File: src/core/camd_defs.svh
// Notes on behaviour
// - The decoder knows seventeen operand addressing modes in the inherent, immediate, direct, indexed, indirect, relative and bit groups.
// - Direct and indexed long forms reach the whole 64 Kbyte space and cost one more byte than short forms; indirect long and short are both three bytes.
// - Short forms other than indexed short stay in page zero, 0000h to 00FFh; of these only direct short has a shorter encoding.
// - Read-modify-write operations on memory accept only short addressing forms.
// - An inherent instruction is one byte and fetches nothing after the opcode.
// - An immediate instruction is two bytes, opcode then literal operand.
// - Direct modes take the operand address from the instruction and access memory there.
// - Direct short fetches one address byte, giving an operand in 00 to FF.
// - Direct long fetches a two-byte address word reaching the full 64 Kbyte space.
// - Indexed with no offset adds no byte with the first index register and one with the second.
// - A relative target is the signed offset added to a program counter already at the next instruction.
// - The wait-for-interrupt instruction is a one-byte inherent op that holds the core waiting until an interrupt.
// - The halt instruction is a one-byte inherent op that stops the oscillator in the lowest-power state.
// - Push and pop are one-byte inherent ops that move a register to or from the stack and adjust the pointer.
// - Indexed short adds an index register and a one-byte offset unsigned, giving 00 to 1FE.
`ifndef CAMD_DEFS_SVH
`define CAMD_DEFS_SVH
`define CAMD_MODE_MSB   7
`define CAMD_MODE_LSB   3
`define CAMD_RMW_BIT    2
`define CAMD_MODE_LAST  5'h10
`define CAMD_OP_WAIT    3'h1
`define CAMD_OP_HALT    3'h2
`define CAMD_OP_PUSH    3'h3
`define CAMD_OP_POP     3'h4
`define CAMD_PAGE0_HI   8'h00
`define CAMD_SP_RESET   8'hFF
`define CAMD_BYTE_RESET 8'h00
`define CAMD_ADDR_RESET 16'h0000
`endif

File: src/core/camd_pkg.sv
package camd_pkg;
  typedef enum logic [4:0] {
    CAMD_INH      = 5'h00,
    CAMD_IMM      = 5'h01,
    CAMD_DIR_S    = 5'h02,
    CAMD_DIR_L    = 5'h03,
    CAMD_IDX_0    = 5'h04,
    CAMD_IDX_S    = 5'h05,
    CAMD_IDX_L    = 5'h06,
    CAMD_IND_S    = 5'h07,
    CAMD_IND_L    = 5'h08,
    CAMD_INDIDX_S = 5'h09,
    CAMD_INDIDX_L = 5'h0A,
    CAMD_REL_D    = 5'h0B,
    CAMD_REL_I    = 5'h0C,
    CAMD_BIT_D    = 5'h0D,
    CAMD_BIT_I    = 5'h0E,
    CAMD_BIT_DR   = 5'h0F,
    CAMD_BIT_IR   = 5'h10
  } camd_mode_t;

  typedef enum logic [1:0] {
    CAMD_IDLE  = 2'b00,
    CAMD_FETCH = 2'b01,
    CAMD_DONE  = 2'b11
  } camd_state_t;
endpackage : camd_pkg

File: src/core/camd_decoder.sv
`timescale 1ns/10ps
`default_nettype none
`include "camd_defs.svh"

module camd_decoder
  import camd_pkg::*;
(
  // clock and reset
  input  wire logic        clk,
  input  wire logic        rstn,
  // opcode from fetch
  input  wire logic        op_valid,
  input  wire logic [7:0]  opcode,
  input  wire logic        use_y,
  input  wire logic [15:0] pc_next,
  input  wire logic [7:0]  idx_val,
  // operand bytes from fetch
  input  wire logic        byte_valid,
  input  wire logic [7:0]  byte_data,
  // wake from low power
  input  wire logic        irq_pend,
  // decode results
  output var  logic        op_ready_q,
  output var  logic [1:0]  fetch_cnt_q,
  output var  logic        dec_valid_q,
  output var  camd_mode_t  dec_mode_q,
  output var  logic [1:0]  op_len_q,
  output var  logic [15:0] ea_q,
  output var  logic [7:0]  operand_q,
  output var  logic        page0_q,
  output var  logic        illegal_q,
  // power and stack
  output var  logic        wait_q,
  output var  logic        halt_q,
  output var  logic [7:0]  sp_q
);

  camd_state_t state_q, state_d;
  camd_mode_t  mode_q;
  logic        y_q, rmw_q, bad_q;
  logic [2:0]  sub_q;
  logic [15:0] pc_q;
  logic [7:0]  idx_q, b0_q, b1_q;
  logic [1:0]  pos_q, need_q;

  // opcode decode: mode class in the top bits, operation in the low bits
  wire [4:0]  mode_w   = opcode[`CAMD_MODE_MSB:`CAMD_MODE_LSB];
  wire        legal_w  = mode_w <= `CAMD_MODE_LAST;
  wire        take_w   = op_valid && op_ready_q;

  function automatic logic [1:0] len_of(input logic [4:0] m, input logic y);
    case (m)
      CAMD_INH:                           len_of = 2'd0;
      CAMD_IMM, CAMD_DIR_S, CAMD_IDX_S:   len_of = 2'd1;
      CAMD_REL_D, CAMD_BIT_D:             len_of = 2'd1;
      CAMD_IDX_0:                         len_of = {1'b0, y};
      CAMD_BIT_IR:                        len_of = 2'd3;
      default:                            len_of = 2'd2;
    endcase
  endfunction

  // indirect forms spend one of their bytes on a prebyte ahead of the opcode
  function automatic logic pre_of(input logic [4:0] m, input logic y);
    case (m)
      CAMD_IND_S, CAMD_IND_L, CAMD_INDIDX_S, CAMD_INDIDX_L,
      CAMD_REL_I, CAMD_BIT_I, CAMD_BIT_IR: pre_of = 1'b1;
      CAMD_IDX_0:                          pre_of = y;
      default:                             pre_of = 1'b0;
    endcase
  endfunction

  wire [1:0] len_w   = legal_w ? len_of(mode_w, use_y) : 2'd0;
  wire [1:0] fetch_w = legal_w ? len_w - {1'b0, pre_of(mode_w, use_y)} : 2'd0;
  wire       last_w  = byte_valid && (pos_q == need_q - 2'd1);

  wire long_w  = (mode_q == CAMD_DIR_L) || (mode_q == CAMD_IDX_L) ||
                 (mode_q == CAMD_IND_L) || (mode_q == CAMD_INDIDX_L);
  wire inh_w   = (mode_q == CAMD_INH) && !bad_q;
  wire rmw_bad = rmw_q && long_w && (mode_q != CAMD_INH);

  // effective address forming
  wire [15:0] word_w   = {b0_q, b1_q};
  wire [8:0]  idxs_w   = {1'b0, idx_q} + {1'b0, b0_q};
  wire [15:0] idxl_w   = word_w + {8'h00, idx_q};
  // bit direct carries only its address byte, so b1 would be stale there
  wire [7:0]  off_w    = (mode_q == CAMD_BIT_DR) ? b1_q : b0_q;
  wire [7:0]  roff_w   = (mode_q == CAMD_BIT_DR || mode_q == CAMD_BIT_IR) ? b1_q : b0_q;
  wire [15:0] rel_w    = pc_q + {{8{roff_w[7]}}, roff_w};
  logic [15:0] ea_w;
  always_comb begin
    unique case (mode_q)
      CAMD_DIR_S, CAMD_BIT_D:         ea_w = {`CAMD_PAGE0_HI, b0_q};
      CAMD_DIR_L:                     ea_w = word_w;
      CAMD_IDX_0:                     ea_w = {`CAMD_PAGE0_HI, idx_q};
      CAMD_IDX_S:                     ea_w = {7'h00, idxs_w};
      CAMD_IDX_L:                     ea_w = idxl_w;
      CAMD_REL_D, CAMD_BIT_DR:        ea_w = rel_w;
      CAMD_IND_S, CAMD_IND_L, CAMD_INDIDX_S, CAMD_INDIDX_L,
      CAMD_REL_I, CAMD_BIT_I, CAMD_BIT_IR:
                                      ea_w = {`CAMD_PAGE0_HI, b0_q};
      default:                        ea_w = `CAMD_ADDR_RESET;
    endcase
  end
  wire page0_w = (ea_w[15:8] == `CAMD_PAGE0_HI) && !long_w;
  wire [7:0] lit_w = (mode_q == CAMD_IMM) ? b0_q : off_w;

  always_comb begin
    state_d = state_q;
    unique case (state_q)
      CAMD_IDLE:  if (take_w) state_d = (fetch_w == 2'd0) ? CAMD_DONE : CAMD_FETCH;
      CAMD_FETCH: if (last_w) state_d = CAMD_DONE;
      CAMD_DONE:  state_d = CAMD_IDLE;
      default:    state_d = CAMD_IDLE;
    endcase
  end

  always_ff @(posedge clk or negedge rstn) begin
    if (!rstn) begin
      state_q <= CAMD_IDLE;
      mode_q  <= CAMD_INH;
      y_q     <= 1'b0;
      rmw_q   <= 1'b0;
      bad_q   <= 1'b0;
      sub_q   <= 3'h0;
      pc_q    <= `CAMD_ADDR_RESET;
      idx_q   <= `CAMD_BYTE_RESET;
      need_q  <= 2'd0;
    end else begin
      state_q <= state_d;
      if (take_w) begin
        mode_q <= legal_w ? camd_mode_t'(mode_w) : CAMD_INH;
        y_q    <= use_y;
        rmw_q  <= opcode[`CAMD_RMW_BIT];
        bad_q  <= !legal_w;
        sub_q  <= opcode[2:0];
        pc_q   <= pc_next;
        idx_q  <= idx_val;
        need_q <= fetch_w;
      end
    end
  end

  always_ff @(posedge clk or negedge rstn) begin
    if (!rstn) begin
      pos_q <= 2'd0;
      b0_q  <= `CAMD_BYTE_RESET;
      b1_q  <= `CAMD_BYTE_RESET;
    end else if (take_w) begin
      pos_q <= 2'd0;
    end else if (state_q == CAMD_FETCH && byte_valid) begin
      pos_q <= pos_q + 2'd1;
      if (pos_q == 2'd0) b0_q <= byte_data;
      if (pos_q == 2'd1) b1_q <= byte_data;
    end
  end

  wire done_w = state_q == CAMD_DONE;
  wire go_wait_w = done_w && inh_w && sub_q == `CAMD_OP_WAIT;
  wire go_halt_w = done_w && inh_w && sub_q == `CAMD_OP_HALT;
  wire push_w    = done_w && inh_w && sub_q == `CAMD_OP_PUSH;
  wire pop_w     = done_w && inh_w && sub_q == `CAMD_OP_POP;

  always_ff @(posedge clk or negedge rstn) begin
    if (!rstn) begin
      dec_valid_q <= 1'b0;
      dec_mode_q  <= CAMD_INH;
      op_len_q    <= 2'd0;
      fetch_cnt_q <= 2'd0;
      ea_q        <= `CAMD_ADDR_RESET;
      operand_q   <= `CAMD_BYTE_RESET;
      page0_q     <= 1'b0;
      illegal_q   <= 1'b0;
    end else begin
      dec_valid_q <= done_w;
      if (take_w) fetch_cnt_q <= fetch_w;
      if (done_w) begin
        dec_mode_q <= mode_q;
        op_len_q   <= bad_q ? 2'd0 : len_of(mode_q, y_q);
        ea_q       <= ea_w;
        operand_q  <= lit_w;
        page0_q    <= page0_w;
        illegal_q  <= bad_q || rmw_bad;
      end
    end
  end

  // a fresh wait or halt wins over a wake in the same cycle
  always_ff @(posedge clk or negedge rstn) begin
    if (!rstn) begin
      wait_q     <= 1'b0;
      halt_q     <= 1'b0;
      sp_q       <= `CAMD_SP_RESET;
      op_ready_q <= 1'b0;
    end else begin
      wait_q     <= go_wait_w || (wait_q && !irq_pend);
      halt_q     <= go_halt_w || (halt_q && !irq_pend);
      if (push_w) sp_q <= sp_q - 8'h01;
      else if (pop_w) sp_q <= sp_q + 8'h01;
      op_ready_q <= (state_d == CAMD_IDLE) && !go_wait_w && !go_halt_w &&
                    !((wait_q || halt_q) && !irq_pend);
    end
  end

  inh_len_a: assert property (@(posedge clk) disable iff (!rstn)
    dec_valid_q && dec_mode_q == CAMD_INH |-> op_len_q == 2'd0)
    else $error("inherent length not zero");

  imm_len_a: assert property (@(posedge clk) disable iff (!rstn)
    dec_valid_q && dec_mode_q == CAMD_IMM && !illegal_q |-> op_len_q == 2'd1 && operand_q == b0_q)
    else $error("immediate length or literal wrong");

  dir_short_a: assert property (@(posedge clk) disable iff (!rstn)
    dec_valid_q && dec_mode_q == CAMD_DIR_S |-> ea_q[15:8] == 8'h00 && page0_q && op_len_q == 2'd1)
    else $error("direct short outside page zero");

  dir_long_a: assert property (@(posedge clk) disable iff (!rstn)
    dec_valid_q && dec_mode_q == CAMD_DIR_L |-> op_len_q == 2'd2 && ea_q == {b0_q, b1_q} && !page0_q)
    else $error("direct long address wrong");

  idx_none_a: assert property (@(posedge clk) disable iff (!rstn)
    dec_valid_q && dec_mode_q == CAMD_IDX_0 |-> op_len_q == {1'b0, y_q})
    else $error("no-offset indexed length wrong");

  rel_target_a: assert property (@(posedge clk) disable iff (!rstn)
    dec_valid_q && dec_mode_q == CAMD_REL_D |-> ea_q == pc_q + {{8{b0_q[7]}}, b0_q})
    else $error("relative target wrong");

  rmw_long_a: assert property (@(posedge clk) disable iff (!rstn)
    dec_valid_q && rmw_q && long_w |-> illegal_q)
    else $error("long form accepted for read-modify-write");

  wait_hold_a: assert property (@(posedge clk) disable iff (!rstn)
    $rose(wait_q) |-> $past(done_w) && $past(sub_q) == `CAMD_OP_WAIT && !op_ready_q)
    else $error("wait entered without wait op");

  halt_hold_a: assert property (@(posedge clk) disable iff (!rstn)
    halt_q && !irq_pend |=> halt_q && !op_ready_q)
    else $error("halt left without wake");

  stack_adj_a: assert property (@(posedge clk) disable iff (!rstn)
    push_w |=> sp_q == $past(sp_q) - 8'h01)
    else $error("push did not lower stack pointer");

  no_fetch_a: assert property (@(posedge clk) disable iff (!rstn)
    take_w && fetch_w == 2'd0 |-> ##2 dec_valid_q)
    else $error("zero-fetch op not reported in two cycles");

endmodule : camd_decoder
`default_nettype wire

File: config.mk
export PLATFORM = sky130hd
export DESIGN_NAME = camd_decoder
export DESIGN_NICKNAME = d
export VERILOG_FILES = /design/src/core/camd_pkg.sv /design/src/core/camd_decoder.sv
export VERILOG_INCLUDE_DIRS = /design/src /design/src/core
export SDC_FILE = /design/constraint.sdc
export NUM_CORES = 1
export LEC_CHECK = 0
export ABC_AREA = 0
export ABC_CLOCK_PERIOD_IN_PS = 3700
export BUFFER_PORTS_ARGS = -buffer_cell sky130_fd_sc_hd__buf_4
export CAP_MARGIN = 5
export CORE_MARGIN = 2
export CORE_UTILIZATION = 30
export CTS_BUF_LIST = sky130_fd_sc_hd__clkbuf_4 sky130_fd_sc_hd__clkbuf_8
export DETAILED_ROUTE_END_ITERATION = 12
export GPL_ROUTABILITY_DRIVEN = 0
export GPL_TIMING_DRIVEN = 1
export PLACE_DENSITY_LB_ADDON = 0.2
export SYNTH_ARGS = -nofsm -noshare
export SYNTH_HDL_FRONTEND = slang
export SYNTH_SLANG_ARGS = --single-unit
File: constraint.sdc
create_clock -name clk -period 3.7 [get_ports clk]
set_input_delay 1.11 -clock clk [delete_from_list [all_inputs] [get_ports clk]]
set_output_delay 1.11 -clock clk [all_outputs]
set_load 0.01 [all_outputs]
==> run_results.csv, run 1 <==
group,metric,value,unit
outcome,status,"completed",
cts,tritoncts,"yes",
grt,grt_pass1_vias,5352,
worst_setup_path,worst-endpoint-arrival,3830,ps
yosys,yosysSeqAreaShare,37.71,%
cts,cts.htree.levels,3,
yosys,synth_fp_nets,785,
pwr,power.ir.vdd_worst,0.0003705,V
cts,clockBufferDepth,2,
yosys,synth-adder-area-share,8.628,%
yosys,synthTopCellsByArea,"sky130_fd_sc_hd__dfrtp_1, sky130_fd_sc_hd__mux2_2, sky130_fd_sc_hd__ha_1",
worst_setup_path,cp.required,4030,ps
route,drt_pass1_iterations,9,
route,count_of_antenna_violating_nets_left_after_detailed_routing,0,
timing,hold_viol_final,0,
route,average_routed_wire_per_standard_cell,17.35,µm
timing,setup_viol,0,
floorplanning,top_level_ports,93,
placed_design,dp.final_hpwl,14590,µm
route,detailedRoute.firstIterationViolations,255,
yosys,synth-warning-count,0,
route,drt_wl_total,18880,µm
pwr,design_power_total,7.753,mW
flow_run,max_cap_violations,0,
placed_design,postPlaceCellArea,7910,µm²
cts,cts.reportedPaths.clkPinSlew,100,ps
yosys,synth_compound_area_share,20.81,%
timing,max_transition_margin,38.00,%
timing,timing.final.max_slew_violations,0,
final_layout,antenna_cells_inserted,0,
grt,gr_overflow_total,0,
floorplanning,chipHeight,153.8,µm
timing,clock.fmax,285.6,MHz
cts,cts-buffers-inserted,9,
worst_setup_path,worstPathCellList,"nor4_4 > a21oi_4 > buf_4 > mux2_4 > ha_1 > and4_4 > a31oi_2 > o21ai_2 > or2_4 > a2111oi_2 > nand3_1 > nor4_2 > a41o_1",
final_layout,multiInputGateArea,4009,µm²
route,drc_errors,0,
grt,grt.total_usage,16.06,%
route,route.vias.total,5575,
yosys,synth_cell_types,77,
timing,final_min_period_over_clock_period,94.65,%
yosys,synth.ff_latch_count,101,
placed_design,pre_cts_slack,116.2,ps
yosys,avgSynthCellArea,9.682,µm²
final_layout,finish.utilization,37.41,%
final_layout,seq_area,2544,µm²
yosys,gate_count_of_the_mapped_netlist,695,
worst_setup_path,cp_top_family,"simple AND/OR/NAND/NOR gates",
worst_setup_path,highest_delay_cell_along_the_critical_path,"sky130_fd_sc_hd__dfrtp_2",
cts,clock_sink_count,101,
floorplanning,rows,54,
floorplanning,floorplan.initialDensity,30.74,%
yosys,synth.mux.area_fraction,11.38,%
yosys,yosys.area_share.simple,14.02,%
final_layout,post_route_cells_drive_above_1_share,30.20,%
worst_setup_path,critPathMaxStageDelay,470,ps
yosys,synth.cell_area,6729,µm²
grt,grt_start_max_net_pins,60,
worst_setup_path,criticalPathCategory,"reg -> reg",
final_layout,syn2layout_area_growth,21.72,%
yosys,yosys.area.top_type_share,34.59,%
floorplanning,fp.coreArea,21890,µm²
timing,timing.final.ws_setup,198.1,ps
worst_setup_path,start_kind,"flop",
timing,worst_pin_slew,922.4,ps
timing,final_period_minus_worst_setup_slack,3502,ps
grt,grt_antenna_before_repair,0,
yosys,yosys.area.top_type,"sky130_fd_sc_hd__dfrtp_1",
yosys,xor_and_xnor_area_share_after_synthesis,4.407,%
min_path,hold_path.class,"reg -> reg",
worst_setup_path,worst-path-max-fanout,7,
pwr,p_per_area,946.6,nW/µm²
timing,final.setup_skew,11.95,ps
yosys,synthFlopType,"sky130_fd_sc_hd__dfrtp_1",
final_layout,fillers,2293,
pwr,leakagePower,3.698,nW
yosys,synth-edff-count,0,
cts,cts.root.buffer_cell,"sky130_fd_sc_hd__clkbuf_8",
yosys,postSynth.asyncResetShare,100.0,%
placed_design,port_buffers,92,
floorplanning,die_w,153.8,µm
cts,worstSkewPairLatency,400,ps
route,drt-vias-per-instance,5.124,
final_layout,final_instance_area,8190,µm²
final_layout,nets,894,
worst_setup_path,crit_path_end_kind,"flop",
grt,grt_pass1_wl,29750,µm
yosys,synth_top_family_by_area,"compound AO/OA/AOI/OAI gates",
floorplanning,die-area,23640,µm²
worst_setup_path,crit_buf_inv,1,
cts,cts_hold_repair.buffers,0,
[Yosys cell counts (3+ instances only)]
master	instances
sky130_fd_sc_hd__dfrtp_1	93
sky130_fd_sc_hd__nand2_1	77
sky130_fd_sc_hd__o21ai_0	59
sky130_fd_sc_hd__mux2_2	56
sky130_fd_sc_hd__a21oi_1	46
sky130_fd_sc_hd__nor2_1	43
sky130_fd_sc_hd__ha_1	40
sky130_fd_sc_hd__inv_1	20
sky130_fd_sc_hd__xnor2_1	19
sky130_fd_sc_hd__clkbuf_1	14
sky130_fd_sc_hd__a21o_1	13
sky130_fd_sc_hd__nand2b_1	13
sky130_fd_sc_hd__xor2_1	13
sky130_fd_sc_hd__mux2i_1	12
sky130_fd_sc_hd__o21a_1	10
sky130_fd_sc_hd__a211oi_1	8
sky130_fd_sc_hd__buf_2	8
sky130_fd_sc_hd__dfstp_2	8
sky130_fd_sc_hd__o21ai_1	8
sky130_fd_sc_hd__nand3_1	7
sky130_fd_sc_hd__nor3_1	7
sky130_fd_sc_hd__a222oi_1	6
sky130_fd_sc_hd__a31oi_1	6
sky130_fd_sc_hd__nor2b_1	6
sky130_fd_sc_hd__and3_1	5
sky130_fd_sc_hd__o22ai_1	5
sky130_fd_sc_hd__a221oi_1	4
sky130_fd_sc_hd__a22o_1	4
sky130_fd_sc_hd__buf_1	4
sky130_fd_sc_hd__fa_1	4
sky130_fd_sc_hd__o21bai_1	4
sky130_fd_sc_hd__a211oi_2	3
sky130_fd_sc_hd__a21oi_2	3
sky130_fd_sc_hd__a221o_1	3
sky130_fd_sc_hd__a22oi_1	3
sky130_fd_sc_hd__buf_4	3
sky130_fd_sc_hd__nand4_1	3
sky130_fd_sc_hd__nor4_2	3
sky130_fd_sc_hd__or3_1	3
[sequential cells by signal (all words and copies together), names as in the netlist, 5 cells and up]
signal      flops
b0_q            8
b1_q            8
dec_mode_q      5
ea_q           16
idx_q           8
mode_q          5
operand_q       8
pc_q           16
sp_q            8
[worst register-to-register path: cells and delay by family, from the launching register on]
| kind | cells | cell delay, ps |
|---|---|---|
| buffers and inverters | 1 | 180 |
| AND/OR/NAND/NOR | 5 | 1220 |
| adder cells (fa/ha/maj) | 1 | 370 |
| flip-flops | 1 | 470 |
| AO/OA/AOI/OAI | 5 | 840 |
| multiplexers | 1 | 350 |
[cells in the final DEF, fill, tap and decap left out, types with 10 or more instances in the layout]
master	count
sky130_fd_sc_hd__buf_4	126
sky130_fd_sc_hd__dfrtp_1	88
sky130_fd_sc_hd__nand2_1	76
sky130_fd_sc_hd__o21ai_0	58
sky130_fd_sc_hd__mux2_2	56
sky130_fd_sc_hd__a21oi_1	45
sky130_fd_sc_hd__nor2_1	43
sky130_fd_sc_hd__ha_1	38
sky130_fd_sc_hd__inv_1	20
sky130_fd_sc_hd__xnor2_1	19
sky130_fd_sc_hd__xor2_1	13
sky130_fd_sc_hd__nand2b_1	13
sky130_fd_sc_hd__a21o_1	13
sky130_fd_sc_hd__mux2i_1	12
sky130_fd_sc_hd__clkbuf_8	11
sky130_fd_sc_hd__o21a_1	10
[logic make-up after synthesis]
family          after synthesis
mux                          69
simple gates                188
xor+xnor                     33
flops                       101
fa+ha+maj                    44
compound gates              211
buf+inv                      49
[power breakdown]
group	total (mW)	internal [mW]	leakage [nW]	switching, mW
clock network	0.877	0.481	0.125	0.396
registers	2.10	1.59	1.24	0.503
logic	4.78	2.20	2.34	2.58
total	7.75	4.27	3.70	3.48
[final timing paths]
path                                                start                   endpoint  slack [ps]  cells past startpoint
max in group asynchronous                            rstn        sp_q[7]$_DFFE_PN1P_        2160                      2
min in group asynchronous                            rstn        pc_q[3]$_DFFE_PN0P_         790                      1
worst max register to register      mode_q[1]$_DFFE_PN0P_        page0_q$_DFFE_PN0P_         200                     13
worst min register to register  dec_mode_q[0]$_DFFE_PN0P_  dec_mode_q[0]$_DFFE_PN0P_         480                      2
worst min-delay path            dec_mode_q[0]$_DFFE_PN0P_  dec_mode_q[0]$_DFFE_PN0P_         480                      2
worst max-delay path                mode_q[1]$_DFFE_PN0P_        page0_q$_DFFE_PN0P_         200                     13
[metrics by stage]
stage,std cells,hold WS [ps],setup TNS [ps]
3_5_place_dp,1072,470.0,0
6_report,1088,483.3,0
5_1_grt,1088,512.6,-1.123
3_3_place_gp,1072,465.1,0
4_1_cts,1087,494.3,0
2_1_floorplan,695,443.0,0
[what timing repair did]
| action | CTS | global route |
|---|---|---|
| resized for setup | 0 | 12 |
| endpoints found under the setup margin | 0 | 4 |
| buffers inserted | 0 | 1 |
| endpoints found under the hold margin | 0 | 0 |
[routing by layer]
layer  up-vias  global-route usage, %  wire length [µm]
li1       2756                      -                 -
met2       106                  24.93              8533
met3        17                  2.903               781
met4         0                  3.713               202
met1      2696                  23.29              9364
met5         -                      0                 0
[area by class of cell]
type | count | area share (%)
inverter | 20 | 0.9166
clock inverter | 4 | 1.161
multi-input combinational | 545 | 48.95
clock buffer | 11 | 1.848
sequential | 101 | 31.06
tap | 280 | 4.277
timing repair buffer | 127 | 11.79
Power figures use the tool's default switching activity.
==> inputs of run 2 (changes only) <==
--- a/config.mk
+++ b/config.mk
@@ -11,7 +11,7 @@
 export BUFFER_PORTS_ARGS = -buffer_cell sky130_fd_sc_hd__buf_4
 export CAP_MARGIN = 5
 export CORE_MARGIN = 2
-export CORE_UTILIZATION = 30
+export CORE_UTILIZATION = 40
 export CTS_BUF_LIST = sky130_fd_sc_hd__clkbuf_4 sky130_fd_sc_hd__clkbuf_8
 export DETAILED_ROUTE_END_ITERATION = 12
 export GPL_ROUTABILITY_DRIVEN = 0
==> run_results.csv, run 2 (same netlist as run 1, synthesis figures left out) <==
group,metric,value,unit
pwr,leakagePower,3.650,nW
worst_setup_path,crit_path_end_kind,"flop",
route,detailedRoute.firstIterationViolations,442,
pwr,design_power_total,7.564,mW
final_layout,final_instance_area,8043,µm²
worst_setup_path,critPathMaxStageDelay,470,ps
outcome,status,"completed",
worst_setup_path,cp.required,4030,ps
final_layout,post_route_cells_drive_above_1_share,30.56,%
placed_design,post-place-cells,1003,
timing,max_transition_margin,43.20,%
placed_design,dp.final_hpwl,13670,µm
timing,final.setup_skew,11.58,ps
final_layout,mostFrequentLayoutCells,"sky130_fd_sc_hd__buf_4, sky130_fd_sc_hd__dfrtp_1, sky130_fd_sc_hd__nand2_1",
min_path,hold_path.class,"reg -> reg",
final_layout,finish.utilization,48.67,%
route,average_routed_wire_per_standard_cell,17.40,µm
worst_setup_path,worst-path-max-fanout,9,
grt,grt_pass1_vias,5678,
cts,clockBufferDepth,2,
worst_setup_path,worst-endpoint-arrival,3810,ps
timing,clock.fmax,287.2,MHz
timing,worst_pin_slew,844.9,ps
grt,grt_start_max_net_pins,50,
grt,grt_antenna_before_repair,1,
final_layout,layout.cells.most_common,"sky130_fd_sc_hd__buf_4",
timing,finalSetupTns,0,ps
timing,final_min_period_over_clock_period,94.09,%
cts,cts.htree.levels,3,
cts,cts.reportedPaths.clkPinSlew,100,ps
cts,tritoncts,"yes",
floorplanning,floorplan.initialDensity,40.72,%
floorplanning,fp.coreArea,16520,µm²
timing,hold_viol_final,0,
worst_setup_path,highest_delay_cell_along_the_critical_path,"sky130_fd_sc_hd__dfrtp_2",
timing,timing.final.max_slew_violations,0,
final_layout,nets,890,
route,drt-vias-per-instance,5.572,
floorplanning,die-area,17880,µm²
worst_setup_path,criticalPathCategory,"reg -> reg",
flow_run,max_cap_violations,0,
worst_setup_path,start_kind,"flop",
pwr,power.share.clock,9.6,%
floorplanning,die_w,133.7,µm
pwr,sequentialPowerShare,27.9,%
final_layout,antenna_cells_inserted,0,
timing,worst_hold_slack,488.6,ps
pwr,cell_internal_pwr,4.082,mW
route,drt_pass1_iterations,5,
grt,grt_pass1_wl,29210,µm
floorplanning,chipHeight,133.7,µm
cts,cts-buffers-inserted,9,
pwr,power_frac_comb,62.6,%
final_layout,seq_area,2542,µm²
grt,grt.total_usage,20.51,%
pwr,switchingPower,3.482,mW
placed_design,port_buffers,92,
pwr,power.ir.vdd_worst,0.0004343,V
timing,setup_viol,0,
final_layout,largest_registers,"ea_q x16, pc_q x16",
timing,final_period_minus_worst_setup_slack,3481,ps
route,drt_wl_total,17830,µm
cts,worstSkewPairLatency,390,ps
grt,gr_overflow_total,0,
route,drc_errors,0,
floorplanning,top_level_ports,93,
final_layout,non_filler_cells_final,1025,
cts,clock_sink_count,101,
worst_setup_path,crit_path_frequent_cell,"sky130_fd_sc_hd__nand2_1",
pwr,p_per_area,940.5,nW/µm²
cts,cts_hold_repair.buffers,0,
route,route.vias.total,5711,
route,count_of_antenna_violating_nets_left_after_detailed_routing,0,
placed_design,postPlaceCellArea,7765,µm²
cts,cts.root.buffer_cell,"sky130_fd_sc_hd__clkbuf_8",
timing,timing.final.ws_setup,218.7,ps
final_layout,syn2layout_area_growth,19.52,%
pwr,switching_share,46.03,%
placed_design,pre_cts_slack,12.66,ps
floorplanning,rows,47,
final_layout,multiInputGateArea,4023,µm²
worst_setup_path,worstPathCellList,"buf_4 > nor2_1 > nand2_1 > nor4_2 > nand2_1 > or2_2 > inv_2 > ha_1 > a21o_1 > a21oi_2 > nor2b_1 > o21a_1 > o41ai_2 > mux2_2 > nand2_1 > xnor2_1",
final_layout,fillers,1528,
[run 2: metal layers]
metal	up-vias	part of all wire (%)	track usage, %
met4	0	1.5	5.437
met2	187	46	32.59
met3	26	6.2	4.224
li1	2758	-	-
met5	-	0	0
met1	2740	46	28.55
[run 2: what timing repair did]
item	CTS	global route
gates resized for setup	1	16
buffers inserted	0	5
pin swaps	0	3
setup endpoints to repair	1	2
[run 2: final timing paths]
kind	from	endpoint	slack, ps	cells after the start
max	mode_q[2]$_DFFE_PN0P_	sp_q[7]$_DFFE_PN1P_	220	16
min	dec_mode_q[4]$_DFFE_PN0P_	dec_mode_q[4]$_DFFE_PN0P_	490	2
max reg2reg	mode_q[2]$_DFFE_PN0P_	sp_q[7]$_DFFE_PN1P_	220	16
min reg2reg	dec_mode_q[4]$_DFFE_PN0P_	dec_mode_q[4]$_DFFE_PN0P_	490	2
max in group asynchronous	rstn	sp_q[1]$_DFFE_PN1P_	2350	2
min in group asynchronous	rstn	idx_q[7]$_DFFE_PN0P_	700	1
[run 2: area by class of cell]
type / count / share of cell area, %
flip-flops and latches: 101 / 31.61
repair buffers: 123 / 11.61
clock inverters: 6 / 0.7778
well taps: 220 / 3.423
multi-input cells: 545 / 50.02
inverters: 20 / 0.9334
clock buffers: 10 / 1.633
[run 2: power groups by stage]
stage	Clock, mW	Combinational [mW]	Sequential, mW
2_1_floorplan	0	3.25	2.03
3_3_place_gp	0	4.44	2.10
3_5_place_dp	0	4.56	2.12
4_1_cts	0.746	4.60	2.10
5_1_grt	0.801	5.22	2.18
6_report	0.724	4.73	2.11
[run 2: critical path, delay by kind of cell (launching register included)]
family / cells / cell delay, ps
xor gates and xnor gates: 1 / 110
DFF: 1 / 470
buffers and inverters: 2 / 300
muxes: 1 / 360
AOI/OAI and AO/OA: 4 / 760
adders and majority gates: 1 / 240
and+or+nand+nor: 7 / 1170
